## config.mk

```make
export PLATFORM = sky130hd
export DESIGN_NAME = ppb_port_ctrl
export DESIGN_NICKNAME = d
export VERILOG_FILES = /design/src/ppb_pkg.sv /design/src/ppb_port_ctrl.sv /design/src/ppb_delay.sv /design/src/ppb_iack_chain.sv
export VERILOG_INCLUDE_DIRS = /design/src
export SDC_FILE = /design/constraint.sdc
export NUM_CORES = 1
export LEC_CHECK = 0
export BUFFER_PORTS_ARGS = -buffer_cell sky130_fd_sc_hd__buf_2
export CAP_MARGIN = 15
export CORE_AREA = 4 4 72 74
export CTS_CLUSTER_SIZE = 16
export DETAILED_ROUTE_END_ITERATION = 12
export DIE_AREA = 0 0 76 78
export PLACE_DENSITY = 0.8
export SYNTH_ARGS = -nofsm -noshare
export SYNTH_HDL_FRONTEND = slang
export SYNTH_SLANG_ARGS = --single-unit
```

## constraint.sdc

```tcl
create_clock -name pclk -period 1.95 [get_ports pclk]
set_input_delay 0 -clock pclk [delete_from_list [all_inputs] [get_ports pclk]]
set_output_delay 0 -clock pclk [all_outputs]
set_load 0.01 [all_outputs]
```

## src/ppb_map.svh

```systemverilog
`ifndef PPB_MAP_SVH
`define PPB_MAP_SVH
`define PPB_OFF_CSR        12'h004
`define PPB_OFF_DATA       12'h000
`define PPB_OFF_VEC        12'h008
`define PPB_OFF_IACK       12'h00c
`define PPB_CSR_ERR_BIT    15
`define PPB_CSR_DONE_BIT   7
`define PPB_CSR_IE_BIT     6
`define PPB_CSR_ERRIRQ_BIT 8
`define PPB_VEC_DEFAULT    9'h080
`define PPB_SETTLE_NS      75
`define PPB_CLK_NS         8
`define PPB_SETTLE_CYC     ((`PPB_SETTLE_NS + `PPB_CLK_NS - 1) / `PPB_CLK_NS)
`define PPB_STROBE_CYC     2
`endif

```

## src/ppb_pkg.sv

```systemverilog
package ppb_pkg;
  typedef enum logic [1:0] {
    PPB_IDLE   = 2'b00,
    PPB_WAIT   = 2'b01,
    PPB_SETTLE = 2'b10,
    PPB_STROBE = 2'b11
  } ppb_state_type;
endpackage

```

## src/ppb_port_ctrl.sv

```systemverilog
// Added by the designer: the register offsets and the APB slave port.
`timescale 1ns/1ps
`include "ppb_map.svh"
// Summary of operation
// - Requesting device blocks acknowledge; others pass it downstream.
// - Leading edge of acknowledge withdraws the bus interrupt request.
// - Acknowledge raises vector gate, driving vector and bus reply.
// - Vector from switches on address bits 2 to 8, default octal 200.
// - Read of status select gates control/status onto data lines.
// - Data buffer is write-only, loaded only by writes to it.
// - Buffer select when all address bits low; readies pending data.
// - Buffer select with low-byte write makes the load strobe.
// - After a write, demand clocks pending state and starts strobe.
// - Strobe is delayed at least 10 clocks (80 ns) after data lines are presented.
// - Active-low strobe transfers seven data bits plus parity.
// - Printer fault sets error, raising interrupt like completion.
// - Status bits tell completion apart from error interrupts.
// - After error clears, strobing resumes with no initialise.
// - High-byte write to status bit 6 sets or clears enable.
// - Internal request when not busy; bus request only if enabled.
// - Reply given for every addressed strobe and vector transfer.
module ppb_port_ctrl
  import ppb_pkg::*;
#(
  parameter logic [8:0] VEC_SW = `PPB_VEC_DEFAULT
) (
  input  wire logic        pclk,
  input  wire logic        presetn,
  input  wire logic        psel,
  input  wire logic        penable,
  input  wire logic        pwrite,
  input  wire logic [11:0] paddr,
  input  wire logic [31:0] pwdata,
  input  wire logic [3:0]  pstrb,
  output logic [31:0]      prdata,
  output logic             pready,
  output logic             pslverr,
  input  wire logic        bus_init,
  input  wire logic        iack_in,
  output logic             iack_out,
  output logic             irq_out,
  output logic             vector_gate,
  input  wire logic        printer_demand,
  input  wire logic        printer_error,
  output logic [6:0]       char_data,
  output logic             char_parity,
  output logic             char_strobe_n
);
  ppb_state_type st_r;
  ppb_state_type st_nxt;
  logic       irq_enable_bit_r;
  logic [7:0] print_data_buffer_r;
  logic       pending_data_input_r;
  logic       irq_pend_r;
  logic       err_seen_r;
  logic [7:0] stb_cnt_r;
  logic       settle_done;
  logic       ack_edge;
  logic       acc;
  logic       sel_status;
  logic       sel_data;
  logic       sel_vec;
  logic       high_byte_write;
  logic       buffer_load_strobe;
  logic       busy;
  logic       done_bit;
  logic       pending_strobe_state;
  logic       rq_internal;
  logic [15:0] control_status_reg;

  assign acc        = psel && penable;
  assign sel_status = paddr == `PPB_OFF_CSR;
  // Offset 12'h000, all address bits low, selects the buffer
  assign sel_data   = paddr == `PPB_OFF_DATA;
  assign sel_vec    = paddr == `PPB_OFF_VEC;
  assign high_byte_write = acc && pwrite && pstrb[1];
  assign buffer_load_strobe = acc && pwrite && sel_data && pstrb[0];
  assign pready  = 1'b1;
  assign pslverr = acc && !(sel_status || sel_data || sel_vec
                   || paddr == `PPB_OFF_IACK);

  assign busy = st_r != PPB_IDLE;
  assign pending_strobe_state = st_r == PPB_SETTLE || st_r == PPB_STROBE;
  // Fault while waiting counts as done; a committed strobe runs out first
  assign done_bit = !busy ||
    (printer_error && busy && !pending_strobe_state);
  assign rq_internal = done_bit;
  assign irq_out = irq_pend_r && irq_enable_bit_r;

  always_comb begin
    control_status_reg = 16'h0000;
    control_status_reg[`PPB_CSR_ERR_BIT]    = printer_error;
    control_status_reg[`PPB_CSR_ERRIRQ_BIT] = err_seen_r;
    control_status_reg[`PPB_CSR_DONE_BIT]   = !busy;
    control_status_reg[`PPB_CSR_IE_BIT]     = irq_enable_bit_r;
  end

  always_comb begin
    st_nxt = st_r;
    case (st_r)
      PPB_IDLE:   if (buffer_load_strobe) st_nxt = PPB_WAIT;
      // Demand low during error holds here until printer recovers
      PPB_WAIT:   if (printer_demand && !printer_error
                      && pending_data_input_r) begin
        st_nxt = PPB_SETTLE;
      end
      PPB_SETTLE: if (settle_done) st_nxt = PPB_STROBE;
      PPB_STROBE: if (stb_cnt_r == 8'(`PPB_STROBE_CYC - 1)) begin
        st_nxt = PPB_IDLE;
      end
      default:    st_nxt = PPB_IDLE;
    endcase
  end

  always_ff @(posedge pclk or negedge presetn) begin
    if (!presetn) begin
      st_r <= PPB_IDLE;
      stb_cnt_r <= 8'h00;
    end else if (bus_init) begin
      st_r <= PPB_IDLE;
      stb_cnt_r <= 8'h00;
    end else begin
      st_r <= st_nxt;
      stb_cnt_r <= (st_r == PPB_STROBE) ? stb_cnt_r + 8'h01 : 8'h00;
    end
  end

  always_ff @(posedge pclk or negedge presetn) begin
    if (!presetn) begin
      irq_enable_bit_r <= 1'b0;
    end else if (bus_init) begin
      irq_enable_bit_r <= 1'b0;
    end else if (high_byte_write && sel_status) begin
      irq_enable_bit_r <= pwdata[`PPB_CSR_IE_BIT];
    end
  end

  always_ff @(posedge pclk or negedge presetn) begin
    if (!presetn) begin
      print_data_buffer_r <= 8'h00;
    end else if (buffer_load_strobe && !busy) begin
      print_data_buffer_r <= pwdata[7:0];
    end
  end

  always_ff @(posedge pclk or negedge presetn) begin
    if (!presetn) begin
      pending_data_input_r <= 1'b0;
    end else if (bus_init) begin
      pending_data_input_r <= 1'b0;
    end else if (buffer_load_strobe && !busy) begin
      pending_data_input_r <= 1'b1;
    end else if (st_r == PPB_WAIT && st_nxt == PPB_SETTLE) begin
      pending_data_input_r <= 1'b0;
    end
  end

  always_ff @(posedge pclk or negedge presetn) begin
    if (!presetn) begin
      irq_pend_r <= 1'b0;
      err_seen_r <= 1'b0;
    end else if (bus_init) begin
      irq_pend_r <= 1'b0;
      err_seen_r <= 1'b0;
    end else begin
      if (ack_edge && irq_out) begin
        irq_pend_r <= 1'b0;
      end else if (!rq_internal) begin
        irq_pend_r <= 1'b0;
      end else if (!iack_in) begin
        // Re-arm only once the acknowledge has gone away
        irq_pend_r <= 1'b1;
      end
      if (printer_error) begin
        err_seen_r <= 1'b1;
      end else if (acc && !pwrite && sel_status) begin
        err_seen_r <= 1'b0;
      end
    end
  end

  always_ff @(posedge pclk or negedge presetn) begin
    if (!presetn) begin
      prdata <= 32'h0000_0000;
    end else if (psel && !penable && !pwrite) begin
      if (sel_status) begin
        prdata <= {16'h0000, control_status_reg};
      end else if (sel_vec || vector_gate) begin
        prdata <= {23'h000000, VEC_SW[8:2], 2'b00};
      end else begin
        prdata <= 32'h0000_0000;
      end
    end
  end

  assign char_data     = print_data_buffer_r[6:0];
  assign char_parity   = print_data_buffer_r[7];
  assign char_strobe_n = !(st_r == PPB_STROBE);

  ppb_delay #(
    .CYC (`PPB_SETTLE_CYC)
  ) u_settle (
    .pclk    (pclk),
    .presetn (presetn),
    .clr     (bus_init),
    .start   (st_r == PPB_WAIT && st_nxt == PPB_SETTLE),
    .done    (settle_done)
  );

  ppb_iack_chain u_iack (
    .pclk        (pclk),
    .presetn     (presetn),
    .init        (bus_init),
    .req         (irq_out),
    .iack_in     (iack_in),
    .iack_out    (iack_out),
    .vector_gate (vector_gate),
    .ack_edge    (ack_edge)
  );
endmodule // ppb_port_ctrl

```

## src/ppb_delay.sv

```systemverilog
`timescale 1ns/1ps
`include "ppb_map.svh"
module ppb_delay
  import ppb_pkg::*;
#(
  parameter int CYC = `PPB_SETTLE_CYC
) (
  input  wire logic pclk,
  input  wire logic presetn,
  input  wire logic clr,
  input  wire logic start,
  output logic      done
);
  logic [7:0] cnt_r;
  logic       run_r;
  assign done = run_r && (cnt_r == 8'(CYC - 1));
  always_ff @(posedge pclk or negedge presetn) begin
    if (!presetn) begin
      cnt_r <= 8'h00;
      run_r <= 1'b0;
    end else if (clr || done) begin
      cnt_r <= 8'h00;
      run_r <= 1'b0;
    end else if (start) begin
      cnt_r <= 8'h00;
      run_r <= 1'b1;
    end else if (run_r) begin
      cnt_r <= cnt_r + 8'h01;
    end
  end
endmodule // ppb_delay

```

## src/ppb_iack_chain.sv

```systemverilog
`timescale 1ns/1ps
module ppb_iack_chain
  import ppb_pkg::*;
(
  input  wire logic pclk,
  input  wire logic presetn,
  input  wire logic init,
  input  wire logic req,
  input  wire logic iack_in,
  output logic      iack_out,
  output logic      vector_gate,
  output logic      ack_edge
);
  logic iack_d_r;
  logic held_r;
  assign ack_edge    = iack_in && !iack_d_r;
  assign vector_gate = iack_in && (held_r || (ack_edge && req));
  // Grant taken once a request is latched keeps blocking to the end
  assign iack_out = iack_in && !(req || held_r);
  always_ff @(posedge pclk or negedge presetn) begin
    if (!presetn) begin
      iack_d_r <= 1'b0;
      held_r   <= 1'b0;
    end else begin
      iack_d_r <= iack_in;
      if (init || !iack_in) begin
        held_r <= 1'b0;
      end else if (ack_edge && req) begin
        held_r <= 1'b1;
      end
    end
  end
endmodule // ppb_iack_chain

```

======== Word-level counts from Yosys, hierarchy flattened ========
Cells that the tools add are included.
cells by class
  equal/unequal tests ..................... 10
  multiplexer cells ....................... 29
  reductions and logical operators ........ 52
  add/sub/neg operators ................... 2
operator list
  cell                                                    number
  two-way mux 8 bit                                       6
  two-way mux 32 bit                                      1
  == test 12 x 4 -> 1 bit (second input constant)         2
  logical AND 1 bit                                       23
  adder 8 x 1 -> 8 bit (second input constant)            2
  two-way mux 1 bit                                       16
  == test 12 x 3 -> 1 bit (second input constant)         1
  logical NOT 12 bit                                      1
  logical NOT 1 bit                                       10
  logical OR 1 bit                                        10
  two-way mux 2 bit                                       5
  nonzero test 3 bit                                      3
  == test 8 x 1 -> 1 bit (second input constant)          1
  == test 8 x 4 -> 1 bit (second input constant)          1
  one-hot mux 2 bit (4 select lines)                      1
  nonzero test 2 bit                                      4
  == test 2 bit (second input constant)                   3
  inequality test 4 x 3 -> 1 bit (second input constant)  1
  == test 2 x 1 -> 1 bit (second input constant)          1
  logical NOT 2 bit                                       1
storage, ports and cells
  input port bits ......................... 57
  word-level logic and storage cells ...... 105
  register bits ........................... 65
  output and inout bits ................... 46

======== Depth between registers and ports, before layout ========
Gate-level depths: netlist (run 1).
  depth after elaboration ................. 11
  mapped depth ............................ 7
  mapped depth without buffers ............ 6

======== Modules after synthesis ========
Synthesis (run 1) repeated with hierarchy kept, for this count alone.
second synthesis, totals
  cells, all modules ...................... 206
  area, all modules ....................... 2124.5 µm²
modules (own cells, without submodules)
  module          times used  cells an instance  area an instance (µm²)  seq. area each (µm²)
  ppb_port_ctrl   1           150                1525.2                  650.6
  ppb_delay       1           48                 499.2                   225.2
  ppb_iack_chain  1           8                  100.1                   50.0

======== Worst setup path before layout (run 1) ========
No wires, ideal clock.
  path kind ............................... register -> register
  start point ............................. register u_settle.cnt_r[0]
  end point ............................... register u_settle.cnt_r[1]
  period minus slack after synthesis ...... 1700 ps
  path buffers ............................ 1
  setup slack ............................. 250 ps
  stages on the path, launching flop included .. 7
  setup time .............................. 94 ps
  required time ........................... 1856 ps
  arrival time ............................ 1606 ps
  cell sequence ........................... dfrtp_1 ha_1 nor4bb_1 and4b_1 or3_1 clkbuf_1 a211oi_1
on the way
  word-level cells in the longest chain between the ends .. 8
  elaborated cells between the ends (all ways) .. 12
  those cells by class .................... add/sub: 1; eq/ne: 2; mux: 5; reduce/logical: 4
ends and longest elaborated chain
  item                                RTL line              text
  from (decl)                         ppb_delay.sv:14       logic [7:0] cnt_r;
  from (signal assigned)              ppb_delay.sv:28       cnt_r <= cnt_r + 8'h01;
  == test 8 x 4 -> 1 bit              ppb_delay.sv:16       assign done = run_r && (cnt_r == 8'(CYC - 1));
  logical AND 1 bit                   ppb_delay.sv:16
  two-way mux 2 bit                   ppb_port_ctrl.sv:107  PPB_SETTLE: if (settle_done) st_nxt = PPB_STROBE;
  one-hot mux 2 bit (4 select lines)  ppb_port_ctrl.sv:100  case (st_r)
  == test 2 bit                       ppb_port_ctrl.sv:206  .start (st_r == PPB_WAIT && st_nxt == PPB_SETTLE),
  logical AND 1 bit                   ppb_port_ctrl.sv:206
  two-way mux 8 bit                   ppb_delay.sv:24       end else if (start) begin
  two-way mux 8 bit                   ppb_delay.sv:21       end else if (clr || done) begin
Parallel ways exist; a longest one is shown, timed or not. The select of a mux whose other input is x is not followed.
A chain may end at the register's enable or synchronous reset.

======== Final worst setup path (run 1) ========
  start point ............................. input port paddr[1]
  end point ............................... register irq_enable_bit_r
on the way
  word-level cells in the longest chain between the ends .. 3
ends and longest elaborated chain
  item                                      RTL line              text
  from (decl)                               ppb_port_ctrl.sv:32   input wire logic [11:0] paddr,
  == test 12 x 3 -> 1 bit (no source line)  n/a
  logical AND 1 bit                         ppb_port_ctrl.sv:133  end else if (high_byte_write && sel_status) begin
  nonzero test 2 bit (no source line)       n/a
  to (signal assigned)                      ppb_port_ctrl.sv:134  irq_enable_bit_r <= pwdata[`PPB_CSR_IE_BIT];
  to (decl)                                 ppb_port_ctrl.sv:51   logic irq_enable_bit_r;
Every way passes these cells.

==> results.py, run 1 <==
metrics = {
    "run_status": {
        "status": "completed",
    },
    "job": {
        "drv_cap": 0,
    },
    "floorplan": {
        "core_region_area_um2": 4598,
        "std_cell_rows": 25,
        "die_x_um": 76,
        "initial_utilization_pct": 43.16,
        "ios": 103,
        "die_h_um": 78,
        "dieArea_um2": 5928,
    },
    "timing": {
        "slew_violations": 0,
        "fmax_mhz": 549.2,
        "rsz0062_at_grt": "false",
        "max_slew_margin_pct": 45.50,
        "skew_ns": 0.009341,
        "fin_ws_ns": 0.1292,
        "min_period_ns": 1.821,
        "tightest_slew_ns": 0.8175,
        "setup_viol": 0,
        "tns_ns": 0,
        "min_period_over_period_pct": 93.38,
        "hold_viol": 0,
    },
    "pwr": {
        "power.switching_w": 0.0003609,
        "clockPowerShare_pct": 43.7,
        "power_density_nw_per_um2": 657.6,
        "pwr-share-comb_pct": 7.9,
        "switching_share_pct": 22.59,
        "p_leak_nw": 1.235,
        "vdd_drop_max_mv": 0.4337,
        "p_total_w": 0.001598,
        "p_seq_share_pct": 48.4,
        "internal_power_w": 0.001237,
    },
    "worst_setup_path": {
        "worst-setup-path-type": "in -> reg",
        "crit_path_max_fanout": 5,
        "start_kind": "primary input",
        "worstPathArrival_ns": 2.00,
        "cp.required_ns": 2.13,
        "reg2reg_slack_ns": 0.21,
        "reg2reg_depth": 5,
        "r2r-end": "u_settle.cnt_r[1]$_DFFE_PN0P_",
        "critPathCaptureType": "flip-flop",
        "reg2reg_from": "u_settle.cnt_r[0]$_DFFE_PN0P_",
    },
    "finish": {
        "n_antenna_cell": 0,
        "fin_cells": 320,
        "drive_gt1_share_pct": 26.69,
        "final_common_cell": "buf_2",
        "syn_to_final_growth_pct": 22.45,
        "nNetsFinal": 326,
        "final_cell_mix": "buf_2, dfrtp_1, conb_1, nor2_1, nand2_1",
        "finish.utilization_pct": 52.84,
    },
    "min_path": {
        "worstHoldPathType": "in -> reg",
        "hold_path_depth": 4,
        "worstHoldStart": "pwrite",
        "holdPathEnd": "prdata[6]$_DFFE_PN0P_",
    },
    "global_route": {
        "grt_pass1_vias": 1514,
        "antenna_found_initial": 0,
        "grt_start_max_net_pins": 38,
        "track_usage_pct": 13.98,
        "grt_pass1_wl_mm": 6.817,
        "overflow": 0,
    },
    "drt": {
        "antenna_left": 0,
        "dr.first_iter.drc_count": 80,
        "first_pass_iters": 4,
        "num_vias": 1555,
        "drc_errors": 0,
        "viasPerCell": 4.859,
        "wl_per_cell_um": 13.07,
        "routed_wl_mm": 4.181,
    },
    "clock_network": {
        "clk_pin_slew_ns": 0.08,
        "clk_latency_ns": 0.29,
        "cts_setup_buffers": 0,
        "cts-root-buf": "clkbuf_8",
        "cts_sinks": 37,
        "cts_made_buffers": 5,
        "ctsHtreeMaxLevel": 2,
        "clock_path_buffers": 2,
        "tritoncts": "done",
    },
    "logic_synthesis": {
        "avgSynthCellArea_um2": 9.824,
        "ys_ff_latch": 37,
        "syn_inst": 202,
        "ys_async_sr_fraction_pct": 100.0,
        "netlist_area_um2": 1984,
        "synth_cell_type_count": 40,
        "synth_warnings": 0,
        "ys_seq_area_share_pct": 46.66,
        "synth_edf_count": 0,
        "synth-main-ff-cell": "dfrtp_1",
    },
    "place": {
        "numPortBuffers": 47,
        "dp_hpwl_mm": 2.930,
        "dp_cells": 299,
        "place.gp.congestion": 0.7995,
        "place_ws_ns": 0.05594,
    },
}
worst max-delay path, stage by stage:
cell and delay, ns:
buf_2 0.09, or4_1 0.58, or3_4 0.41, o31ai_1 0.28
a21oi_1 0.09, dlygate4sd3_1 0.56
what timing repair did:
| item | in CTS | in global routing |
|---|---|---|
| endpoints found under the setup margin | 0 | 2 |
| endpoints found under the hold margin | 51 | 0 |
| resized for setup | 0 | 2 |
| hold buffers | 13 | 0 |
state kept, by name, indices dropped and copies added (netlist names):
signal / cells
print_data_buffer_r: 8
stb_cnt_r: 8
u_settle.cnt_r: 8
prdata: 4
st_r: 2
err_seen_r: 1
irq_enable_bit_r: 1
irq_pend_r: 1
pending_data_input_r: 1
u_iack.held_r: 1
u_iack.iack_d_r: 1
u_settle.run_r: 1
how the worst max path moves through the flow:
stage                                        from  cells past startpoint                                 end
floorplan           u_settle.cnt_r[0]$_DFFE_PN0P_                      6       u_settle.cnt_r[1]$_DFFE_PN0P_
global placement                         paddr[9]                      5  print_data_buffer_r[2]$_DFFE_PN0P_
detailed placement                       paddr[9]                      5  print_data_buffer_r[0]$_DFFE_PN0P_
CTS                                      paddr[9]                      6        irq_enable_bit_r$_DFFE_PN0P_
global route                             paddr[1]                      6        irq_enable_bit_r$_DFFE_PN0P_
finish                                   paddr[1]                      6        irq_enable_bit_r$_DFFE_PN0P_
power by group through the flow:
stage / clock network [W] / registers, W / logic, W
after floorplan: 0 / 0.000787 / 0.0000926
after global placement: 0 / 0.000788 / 0.000102
after detailed placement: 0 / 0.000788 / 0.000105
after CTS: 0.000715 / 0.000773 / 0.000123
after global routing: 0.000744 / 0.000773 / 0.000142
final: 0.000699 / 0.000773 / 0.000126
cell families (layout without fill, tap and decap cells):
group | after synthesis | count (layout) | share of synthesized area, %
and+or+nand+nor | 81 | 81 | 21.19
buffers and inverters | 39 | 76 | 12.93
DFF | 37 | 37 | 46.66
AOI/OAI and AO/OA | 17 | 17 | 5.612
xor gates and xnor gates | 14 | 14 | 6.179
muxes | 8 | 8 | 4.540
adders and majority gates | 4 | 4 | 2.522
other | 2 | 29 | 0.3785
layout make-up:
| cell class | count | area [um^2] |
|---|---|---|
| clock buffers | 6 | 82.58 |
| repair buffers | 62 | 380.4 |
| fillers | 404 | 2168 |
| inverters | 6 | 22.52 |
| well taps | 54 | 67.56 |
| multi-input cells | 153 | 913.4 |
| flip-flops and latches | 37 | 925.9 |
| clock inverters | 2 | 37.54 |
metrics by stage:
step / instance area [um^2] / hold slack, ns
global route: 2430 / 0.04682
floorplan: 2086 / -0.2956
CTS: 2420 / 0.03657
detailed placement: 2170 / 0.1473
global placement: 2170 / 0.1333
finish: 2430 / 0.03821
Yosys cell counts (all sizes together), types with 3 or more instances:
library cell  count  area share [%]
a21oi             5             1.3
and3              3            0.95
buf              30              11
clkbuf            3            0.57
dfrtp            37              47
ha                4             2.5
inv               6             1.1
mux2              8             4.5
nand2            17             3.2
nand3            10             2.5
nand4             4             1.3
nor2             25             5.5
nor3              4             1.0
nor4              3            0.95
o21ai             3            0.76
xnor2             6             2.6
xor2              8             3.5
metal layers:
layer | global-route usage [%] | vias to the layer above | routed length [um]
li1 | - | 750 | -
met1 | 16.69 | 741 | 1718
met2 | 23.89 | 55 | 2153
met3 | 4.060 | 9 | 237
met4 | 4.804 | 0 | 71
met5 | 0 | - | 0
Power figures use the tool's default switching activity.
==> inputs of run 2 (changes only) <==
--- a/config.mk
+++ b/config.mk
@@ -6,7 +6,7 @@
 export SDC_FILE = /design/constraint.sdc
 export NUM_CORES = 1
 export LEC_CHECK = 0
-export BUFFER_PORTS_ARGS = -buffer_cell sky130_fd_sc_hd__buf_2
+export BUFFER_PORTS_ARGS = -buffer_cell sky130_fd_sc_hd__buf_4
 export CAP_MARGIN = 15
 export CORE_AREA = 4 4 72 74
 export CTS_CLUSTER_SIZE = 16
==> results.py, run 2 (same netlist as run 1, synthesis figures left out) <==
metrics = {
    "global_route": {
        "grt_pass1_wl_mm": 6.955,
        "overflow": 0,
        "grt_pass1_vias": 1561,
        "grt_start_max_net_pins": 38,
        "track_usage_pct": 14.22,
        "antenna_found_initial": 0,
    },
    "drt": {
        "num_vias": 1533,
        "wl_per_cell_um": 12.78,
        "viasPerCell": 4.791,
        "routed_wl_mm": 4.089,
        "antenna_left": 0,
        "first_pass_iters": 4,
        "dr.first_iter.drc_count": 86,
        "drc_errors": 0,
    },
    "timing": {
        "tns_ns": 0,
        "setup_viol": 0,
        "slew_violations": 0,
        "hold_viol": 0,
        "rsz0062_at_grt": "false",
        "fmax_mhz": 541.9,
        "skew_ns": 0.006016,
        "min_period_over_period_pct": 94.63,
        "holdWs_ns": 0.03183,
        "min_period_ns": 1.845,
    },
    "floorplan": {
        "std_cell_rows": 25,
        "initial_utilization_pct": 43.16,
        "die_h_um": 78,
        "ios": 103,
        "core_region_area_um2": 4598,
        "die_x_um": 76,
        "dieArea_um2": 5928,
    },
    "min_path": {
        "worstHoldPathType": "in -> reg",
    },
    "finish": {
        "n_antenna_cell": 0,
        "nNetsFinal": 326,
        "final_cell_mix": "buf_4, dfrtp_1, conb_1, nor2_1, nand2_1",
        "drive_gt1_share_pct": 26.32,
        "final_common_cell": "buf_4",
        "fillers": 423,
        "syn_to_final_growth_pct": 27.18,
        "reg_top3": "print_data_buffer_r x8, stb_cnt_r x8, u_settle.cnt_r x8",
    },
    "worst_setup_path": {
        "start_kind": "flip-flop",
        "crit_path_max_fanout": 8,
        "worstPathArrival_ns": 2.04,
        "critPathCaptureType": "flip-flop",
        "cp.required_ns": 2.14,
        "worst-setup-path-type": "reg -> reg",
    },
    "clock_network": {
        "cts-root-buf": "clkbuf_8",
        "clock_path_buffers": 2,
        "ctsHtreeMaxLevel": 2,
        "cts_made_buffers": 5,
        "cts_sinks": 37,
        "cts_setup_buffers": 0,
        "clk_latency_ns": 0.29,
        "tritoncts": "done",
        "clk_pin_slew_ns": 0.07,
    },
    "place": {
        "numPortBuffers": 47,
        "place.gp.congestion": 0.7850,
        "dp_hpwl_mm": 2.958,
    },
    "pwr": {
        "vdd_drop_max_mv": 0.4854,
        "p_total_w": 0.001504,
        "p_leak_nw": 1.259,
        "power_density_nw_per_um2": 595.9,
    },
    "job": {
        "drv_cap": 0,
    },
    "run_status": {
        "status": "completed",
    },
}
[run 2: stage by stage]
stage                     setup WS (ns)  instances  util (%)  cell area [um^2]
after floorplan                  0.2500        229         -              2086
after global placement          0.07087        299     49.74              2287
after detailed placement        0.06310        299     49.74              2287
after CTS                       0.07080        320     54.78              2519
after global routing            0.01481        320     54.88              2524
final                            0.1047        320     54.88              2524
[run 2: layout make-up]
cell class                      count  area, um^2  share of cell area, %
Sequential cell                    37       925.9                  36.69
Clock buffer                        7       96.34                  3.818
Clock inverter                      1       5.005                 0.1983
Tap cell                           54       67.56                  2.677
Timing Repair Buffer               62       498.0                  19.73
Multi-Input combinational cell    153       908.4                  35.99
Inverter                            6       22.52                 0.8924
[run 2: timing repair]
action                                 CTS  global route
setup endpoints to repair                0             1
endpoints found under the hold margin   53             0
resized for setup                        0             1
hold buffers                            13             0
[run 2: worst paths after layout]
check,start,end,slack (ns),cells past startpoint
worst min-delay path,penable,prdata[15]$_DFFE_PN0P_,0.03,4
min in group asynchronous,presetn,stb_cnt_r[5]$_DFF_PN0_,0.20,2
worst min register to register,prdata[6]$_DFFE_PN0P_,prdata[6]$_DFFE_PN0P_,0.47,2
worst max-delay path,u_settle.cnt_r[0]$_DFFE_PN0P_,u_settle.cnt_r[1]$_DFFE_PN0P_,0.10,5
worst max register to register,u_settle.cnt_r[0]$_DFFE_PN0P_,u_settle.cnt_r[1]$_DFFE_PN0P_,0.10,5
max in group asynchronous,presetn,stb_cnt_r[4]$_DFF_PN0_,1.42,2
[run 2: power by group]
| part | switching, W | leakage [nW] | internal (W) |
|---|---|---|---|
| Clock | 0.000269 | 0.0542 | 0.000319 |
| Combinational | 0.0000751 | 0.693 | 0.0000674 |
| Sequential | 0.00000211 | 0.512 | 0.000771 |
[run 2: routing by layer]
layer  track usage [%]  vias up  part of all wire [%]  wire length, um
met4             5.338        0                   1.4               59
met5                 0        -                     0                0
met1             16.81      730                    42             1713
li1                  -      749                     -                -
met3             4.176        7                   5.8              239
met2             24.23       47                    51             2076
[run 2: worst max-delay path: stages (launching register included)]
cell      delay (ns)
dfrtp_1         0.42
ha_1            0.22
nor4bb_1        0.12
and4b_1         0.23
or3_1           0.48
a211oi_1        0.28
